[src/verilog/csi_defines.svh]
// register offsets, bit positions and reset values of the channel source interrupt logic
`ifndef CSI_DEFINES_SVH
`define CSI_DEFINES_SVH

// low address nibble of each per-channel register
`define CSI_OFS_ENABLE 4'h1
`define CSI_OFS_STATUS 4'h2
`define CSI_OFS_ALARM 4'h3

// upper address nibble: channels 0-5 at 0x0-0x5, channels 6-11 at 0x8-0xd
`define CSI_BANK_LO_LAST 4'h5
`define CSI_BANK_HI_FIRST 4'h8
`define CSI_BANK_HI_LAST 4'hd
`define CSI_BANK_HI_SHIFT 4'h2

// source bit positions, shared by enable, status and alarm registers
`define CSI_BIT_LOCK 2
`define CSI_BIT_ABSENT 1
`define CSI_BIT_MONITOR 0

// reset values
`define CSI_ENABLE_RESET 3'h0
`define CSI_STATUS_RESET 3'h0
`define CSI_RDATA_RESET 8'h00

// data returned for an unmapped read
`define CSI_UNMAPPED_DATA 8'h00

`endif

[src/verilog/csi_pkg.sv]
// types of the channel source interrupt logic
`default_nettype none

package csi_pkg;

    // one bit per source: [2] lock change, [1] signal loss change, [0] driver monitor change
    typedef logic [2:0] csi_src_t;

    typedef struct packed {
        logic primed;
        csi_src_t level;
        csi_src_t enable;
        csi_src_t status;
        logic summary;
    } csi_chan_t;

    typedef struct packed {
        logic [7:0] rdata;
        logic rd_ack;
    } csi_top_t;

endpackage

`default_nettype wire

[src/verilog/csi_channel.sv]
// per-channel enable, clear-on-read status and summary bit
`timescale 1ns/1ps
`default_nettype none
`include "csi_defines.svh"

module csi_channel (
    input wire logic clk_sys,
    input wire logic resetn,
    input wire csi_pkg::csi_src_t src_level,
    input wire logic enable_wr,
    input wire csi_pkg::csi_src_t enable_wdata,
    input wire logic status_rd,
    output var csi_pkg::csi_src_t enable_q,
    output var csi_pkg::csi_src_t status_q,
    output var csi_pkg::csi_src_t level_q,
    output var logic summary_q
);
    import csi_pkg::*;

    csi_chan_t st_reg;
    csi_chan_t st_next;
    csi_src_t change;

    // ==========================================================
    // next state
    always_comb begin
        st_next = st_reg;
        change = '0;
        // the first sample after reset only seeds the history, so a source
        // that is already high at reset does not raise a false change
        if (st_reg.primed) begin
            change = src_level ^ st_reg.level;
        end
        st_next.primed = 1'b1;
        st_next.level = src_level;
        if (enable_wr) begin
            st_next.enable = enable_wdata;
        end
        // set wins over the read clear so no change is lost
        st_next.status = (status_rd ? `CSI_STATUS_RESET : st_reg.status)
                         | (change & st_reg.enable);
        st_next.summary = |st_next.status;
    end

    // ==========================================================
    // state register
    always_ff @(posedge clk_sys) begin
        if (!resetn) begin
            st_reg <= '{primed: 1'b0, level: 3'h0, enable: `CSI_ENABLE_RESET,
                        status: `CSI_STATUS_RESET, summary: 1'b0};
        end else begin
            st_reg <= st_next;
        end
    end

    assign enable_q = st_reg.enable;
    assign status_q = st_reg.status;
    assign level_q = st_reg.level;
    assign summary_q = st_reg.summary;
endmodule // csi_channel

`default_nettype wire

[src/verilog/csi_top.sv]
// channel source interrupt logic: twelve channels behind the parallel register port
//
// Notes on behaviour
// - enable register at channel base plus one
// - enable bit 2 gates lock change interrupt
// - lock declared or cleared both raise interrupt
// - enable bit 1 gates signal loss change
// - signal loss declared or cleared raises interrupt
// - enable bit 0 gates driver monitor change
// - driver monitor rising or falling raises interrupt
// - status register at channel base plus two
// - status bit 2 latches lock change, read clears
// - status bits 7 to 3 reserved, read zero
// - present lock state readable at alarm bit 2
// - status bit 1 latches signal loss change
// - status bit 0 latches driver monitor change
// - summary bit holds until status register read
`timescale 1ns/1ps
`default_nettype none
`include "csi_defines.svh"

module csi_top #(
    parameter int NUM_CH = 12
) (
    input wire logic clk_sys,
    input wire logic resetn,
    input wire logic [7:0] reg_addr,
    input wire logic reg_wr,
    input wire logic reg_rd,
    input wire logic [7:0] reg_wdata,
    output var logic [7:0] reg_rdata,
    output var logic reg_rd_ack,
    input wire logic [NUM_CH-1:0] clock_recovery_unlocked,
    input wire logic [NUM_CH-1:0] signal_absent_defect,
    input wire logic [NUM_CH-1:0] driver_monitor_output,
    output var logic [NUM_CH-1:0] chan_irq_summary
);
    import csi_pkg::*;

    // ==========================================================
    // parameter check
    // the address map has room for twelve channels and no more
    if (NUM_CH < 1 || NUM_CH > 12) begin : g_bad_num_ch
        $error("NUM_CH must lie between 1 and 12");
    end

    // ==========================================================
    // address decode
    // returns {valid, channel index} for the upper address nibble
    function automatic logic [4:0] chan_decode(input logic [3:0] hi);
        logic [4:0] res;
        res = 5'h00;
        if (hi <= `CSI_BANK_LO_LAST) begin
            res = {1'b1, hi};
        end else if (hi >= `CSI_BANK_HI_FIRST && hi <= `CSI_BANK_HI_LAST) begin
            res = {1'b1, hi - `CSI_BANK_HI_SHIFT};
        end
        if (res[3:0] >= NUM_CH[3:0] && NUM_CH < 16) begin
            res = 5'h00;
        end
        return res;
    endfunction

    logic [4:0] dec;
    logic [3:0] reg_lo;

    assign dec = chan_decode(reg_addr[7:4]);
    assign reg_lo = reg_addr[3:0];

    // ==========================================================
    // channels
    csi_src_t en_arr [NUM_CH];
    csi_src_t st_arr [NUM_CH];
    csi_src_t lvl_arr [NUM_CH];
    logic [NUM_CH-1:0] wr_sel;
    logic [NUM_CH-1:0] rd_clr;

    for (genvar i = 0; i < NUM_CH; i++) begin : g_chan
        assign wr_sel[i] = reg_wr && dec[4] && dec[3:0] == 4'(i) && reg_lo == `CSI_OFS_ENABLE;
        assign rd_clr[i] = reg_rd && dec[4] && dec[3:0] == 4'(i) && reg_lo == `CSI_OFS_STATUS;

        csi_channel u_chan (
            .clk_sys(clk_sys),
            .resetn(resetn),
            .src_level({clock_recovery_unlocked[i], signal_absent_defect[i], driver_monitor_output[i]}),
            .enable_wr(wr_sel[i]),
            .enable_wdata(reg_wdata[2:0]),
            .status_rd(rd_clr[i]),
            .enable_q(en_arr[i]),
            .status_q(st_arr[i]),
            .level_q(lvl_arr[i]),
            .summary_q(chan_irq_summary[i])
        );

    end

    // ==========================================================
    // read path
    csi_top_t st_reg;
    csi_top_t st_next;
    csi_src_t sel_en;
    csi_src_t sel_st;
    csi_src_t sel_lvl;

    always_comb begin
        sel_en = '0;
        sel_st = '0;
        sel_lvl = '0;
        for (int k = 0; k < NUM_CH; k++) begin
            if (dec[3:0] == 4'(k)) begin
                sel_en = en_arr[k];
                sel_st = st_arr[k];
                sel_lvl = lvl_arr[k];
            end
        end
    end

    always_comb begin
        st_next = st_reg;
        st_next.rd_ack = reg_rd;
        if (reg_rd) begin
            st_next.rdata = `CSI_UNMAPPED_DATA;
            if (dec[4]) begin
                // upper bits stay zero: reserved fields of all three registers
                case (reg_lo)
                    `CSI_OFS_ENABLE: begin
                        st_next.rdata = {5'h00, sel_en};
                    end
                    `CSI_OFS_STATUS: begin
                        st_next.rdata = {5'h00, sel_st};
                    end
                    `CSI_OFS_ALARM: begin
                        // live levels, not latched; other alarm fields live elsewhere
                        st_next.rdata = {5'h00, sel_lvl};
                    end
                    default: begin
                        st_next.rdata = `CSI_UNMAPPED_DATA;
                    end
                endcase
            end
        end
    end

    always_ff @(posedge clk_sys) begin
        if (!resetn) begin
            st_reg <= '{rdata: `CSI_RDATA_RESET, rd_ack: 1'b0};
        end else begin
            st_reg <= st_next;
        end
    end

    assign reg_rdata = st_reg.rdata;
    assign reg_rd_ack = st_reg.rd_ack;

    if (NUM_CH == 12) begin : g_map_checks

    end
endmodule // csi_top

`default_nettype wire

[config.mk]
export PLATFORM = sky130hd
export DESIGN_NAME = csi_top
export DESIGN_NICKNAME = d
export VERILOG_FILES = /design/src/verilog/csi_pkg.sv /design/src/verilog/csi_channel.sv /design/src/verilog/csi_top.sv
export VERILOG_INCLUDE_DIRS = /design/src /design/src/verilog
export SDC_FILE = /design/constraint.sdc
export NUM_CORES = 1
export LEC_CHECK = 0
export BUFFER_PORTS_ARGS = -buffer_cell sky130_fd_sc_hd__buf_2
export CAP_MARGIN = 20
export CORE_UTILIZATION = 45
export CTS_BUF_LIST = sky130_fd_sc_hd__clkbuf_4
export CTS_CLUSTER_DIAMETER = 100
export DETAILED_ROUTE_END_ITERATION = 12
export GPL_ROUTABILITY_DRIVEN = 1
export SLEW_MARGIN = 30
export SYNTH_ARGS = -nofsm -noshare
export SYNTH_HDL_FRONTEND = slang
export SYNTH_SLANG_ARGS = --single-unit
[constraint.sdc]
create_clock -name clk_sys -period 4.5 [get_ports clk_sys]
set_clock_uncertainty 0.2 [all_clocks]
set_input_delay 0.9 -clock clk_sys [delete_from_list [all_inputs] [get_ports clk_sys]]
set_output_delay 0.9 -clock clk_sys [all_outputs]
set_load 0.05 [all_outputs]
==> out/metrics.yaml <==
outcome:
  outcome: "finished, final reports clean"
route:
  firstDrtPassIters: 5
  drtAntennaViolNets: 0
  wirelength_mm: 16.95
  routed-via-count: 5210
  post_drt_wl_per_cell_um: 19.05
  drtIter0Drc: 452
  via_per_inst: 5.854
  drc: 0
setup_path:
  cp_max_fo: 13
  rr_endpoint: "reg_rdata[2]$_SDFFE_PN0P_"
  cp-endpoint: "reg_rdata[2]$_SDFFE_PN0P_"
  r2r_cells: 4
  crit_start: "reg_addr[6]"
  start_kind: "primary input"
  r2r-start: "g_chan[0].u_chan.status_q[2]$_SDFF_PN0_"
  crit_type: "in -> reg"
  required_ps: 4780
  end_kind: "flip-flop"
  rrSetupSlack_ps: 2690
  cp.arrival_ps: 4000
logic_synthesis:
  synth_edf_count: 0
  synth-main-ff-cell: "dfxtp_1"
  synth_xor_area_share_pct: 5.425
  synthCells: 661
  synth_simple_gate_area_share_pct: 19.18
  synth-seq-area-share_pct: 43.06
  syn_area_per_cell_um2: 8.792
  ys_ff_latch: 125
  synthAdderAreaFrac_pct: 0.8611
  syn_area_um2: 5812
  synth_compound_area_share_pct: 22.76
  ys_warn_count: 0
  synth_top_family_by_area: "compound AO/OA/AOI/OAI gates"
  synthMuxAreaShare_pct: 2.756
  ys_types: 62
  ys_async_sr_fraction_pct: 0
timing:
  period_share_pct: 82.63
  rsz0062_at_grt: "false"
  hold_slack_ps: 302.1
  fin_ws_ps: 781.7
  timing.final.crit_period_ps: 3718
  relSlewSlack_pct: 41.56
  worst_pin_slew_ps: 876.6
  finalSetupViolCount: 0
  drv_slew: 0
  fmax_mhz: 268.9
  hold_viol_final: 0
  final.setup.tns_ps: 0
worst_hold_path:
  worst_hold_path_type: "reg -> reg"
  worstHoldStart: "g_chan[10].u_chan.enable_q[0]$_SDFFE_PN0P_"
cts:
  post_cts.repair.setup_buffers: 0
  cts.sinks: 125
  path_clk_slew_ps: 110
  cts-resized-gates: 0
  cts_made_buffers: 17
  cts_hold_buf: 0
  cts_tree: "yes"
  htreeDepth: 4
  clockBufferDepth: 2
  root_buffer: "clkbuf_4"
  clock_latency_ps: 580
power:
  ir_drop_v: 0.0001548
  switching_share_pct: 26.69
  leakagePower_nw: 2.524
  share_comb_of_total_power_pct: 11.3
  p_int_mw: 1.602
  seqPwrFrac_pct: 52.2
  total_switching_power_mw: 0.5833
  power.share.clock_pct: 36.5
  p_per_area_nw_per_um2: 338.2
global_route:
  grt_util_all_layers_pct: 26.72
  grt_max_degree: 85
  antenna_found_initial: 0
  grt_first_pass_wirelength_mm: 26.12
  grt_overflow: 0
  grt_pass1_vias: 4766
cells_and_area:
  area_delta_synth_final_pct: 11.17
  post_route_cells_drive_above_1_share_pct: 16.85
  nNetsFinal: 767
  diodes: 0
run:
  drv_cap: 0
floorplanning:
  die_y_um: 115.6
  io_pins: 77
  start_util_pct: 46.05
  dieArea_um2: 13370
  die_w_um: 115.6
  core_region_area_um2: 12620
  rows: 41
placement:
  post-place-ws_ps: 279.8
  post-dp-hpwl_mm: 12.23
  portBuffers: 66
  gp_congestion: 0.9260
cell type report:
cell class              count  area, um2
flip-flops and latches    125       2502
repair buffers             83      457.9
multi-input cells         473       2985
clock buffers              20      150.1
inverters                   7      26.28
well taps                 172      215.2
clock inverters            10      123.9
fillers                  1278       6158
synthesized netlist by cell type (all sizes together), types with 3 or more instances:
cell / count / area share (%)
mux2i: 16 / 2.8
nand3b: 5 / 0.65
a222oi: 3 / 0.52
a32oi: 38 / 5.7
o221ai: 5 / 0.75
nand2: 53 / 3.4
clkbuf: 34 / 2.2
a221oi: 15 / 2.4
buf: 26 / 3.3
and3b: 3 / 0.45
o21a: 4 / 0.52
nand3: 3 / 0.26
or4: 4 / 0.58
o21ai: 34 / 2.9
dfxtp: 125 / 43
and3: 3 / 0.32
a21oi: 34 / 2.9
nor2: 80 / 5.2
and2: 39 / 4.2
o211ai: 3 / 0.39
nor4: 5 / 0.54
inv: 7 / 0.45
xor2: 36 / 5.4
nor2b: 12 / 1.4
o22ai: 11 / 1.2
a31oi: 12 / 1.3
a211o: 3 / 0.45
ha: 4 / 0.86
a22oi: 4 / 0.52
a21boi: 4 / 0.58
nor3: 7 / 0.60
metal layers:
metal	GRT usage (%)	part of all wire (%)	up-vias
met5	0	0	-
met1	38.44	47	2480
met3	7.636	8.9	29
met2	37.96	42	230
met4	9.316	1.7	0
li1	-	-	2471
worst min-delay path by stage:
stage                                                       to  slack [ps]  depth (start not counted)
floorplan              g_chan[2].u_chan.status_q[2]$_SDFF_PN0_         260                          2
global placement    g_chan[11].u_chan.enable_q[2]$_SDFFE_PN0P_         280                          2
detailed placement   g_chan[9].u_chan.enable_q[0]$_SDFFE_PN0P_         290                          2
CTS                  g_chan[9].u_chan.enable_q[0]$_SDFFE_PN0P_         300                          2
global route           g_chan[11].u_chan.level_q[0]$_SDFF_PN0_         320                          2
finish              g_chan[10].u_chan.enable_q[0]$_SDFFE_PN0P_         300                          2
layout by cell type, fill, tap and decap left out, types with 4 or more instances in the layout:
master,count
o21ai_0,32
o22ai_1,11
clkbuf_4,20
nor4_1,5
o21a_1,4
dfxtp_1,125
nor3_1,7
a22oi_1,4
buf_2,66
a221oi_1,14
mux2i_1,16
and2_1,38
nor2_1,80
a21oi_1,34
nand3b_1,5
o221ai_1,5
conb_1,5
buf_4,17
xor2_1,36
a31oi_1,12
nand2_1,53
inv_1,6
a32oi_1,38
ha_1,4
nor2b_1,11
kinds of logic (layout without fill, tap and decap cells):
family	Yosys count	after routing
and+or+nand+nor	225	225
AOI/OAI and AO/OA	187	187
DFF	125	125
buffers and inverters	67	120
xor gates and xnor gates	36	36
muxes	16	16
adders and majority gates	4	4
other	1	5
stage by stage:
| step | total power, mW | std cells | utilization [%] | instance area, um2 |
|---|---|---|---|---|
| global route | 2.272 | 890 | 51.20 | 6461 |
| detailed placement | 1.407 | 860 | 49.03 | 6187 |
| finish | 2.185 | 890 | 51.20 | 6461 |
| CTS | 2.199 | 890 | 51.20 | 6461 |
| global placement | 1.405 | 860 | 49.00 | 6183 |
| floorplan | 1.322 | 665 | - | 5827 |
power by group through the flow:
stage                     registers, mW  logic, mW  clock network, mW
after floorplan                    1.16      0.160                  0
after detailed placement           1.17      0.241                  0
final                              1.14      0.246              0.798
after global placement             1.17      0.239                  0
after global routing               1.14      0.267              0.861
after CTS                          1.14      0.243              0.815
critical path: stages:
cell and delay, ps:
buf_2 210, inv_1 70, ha_1 270, nand2_1 70
o21ai_0 70, a21oi_1 230, ha_1 460, and3b_1 250
buf_4 150, o21a_1 220, a221oi_1 370, a21boi_0 140
a211o_1 280, a211o_1 290
No activity file was read; power rests on OpenSTA's default activity.
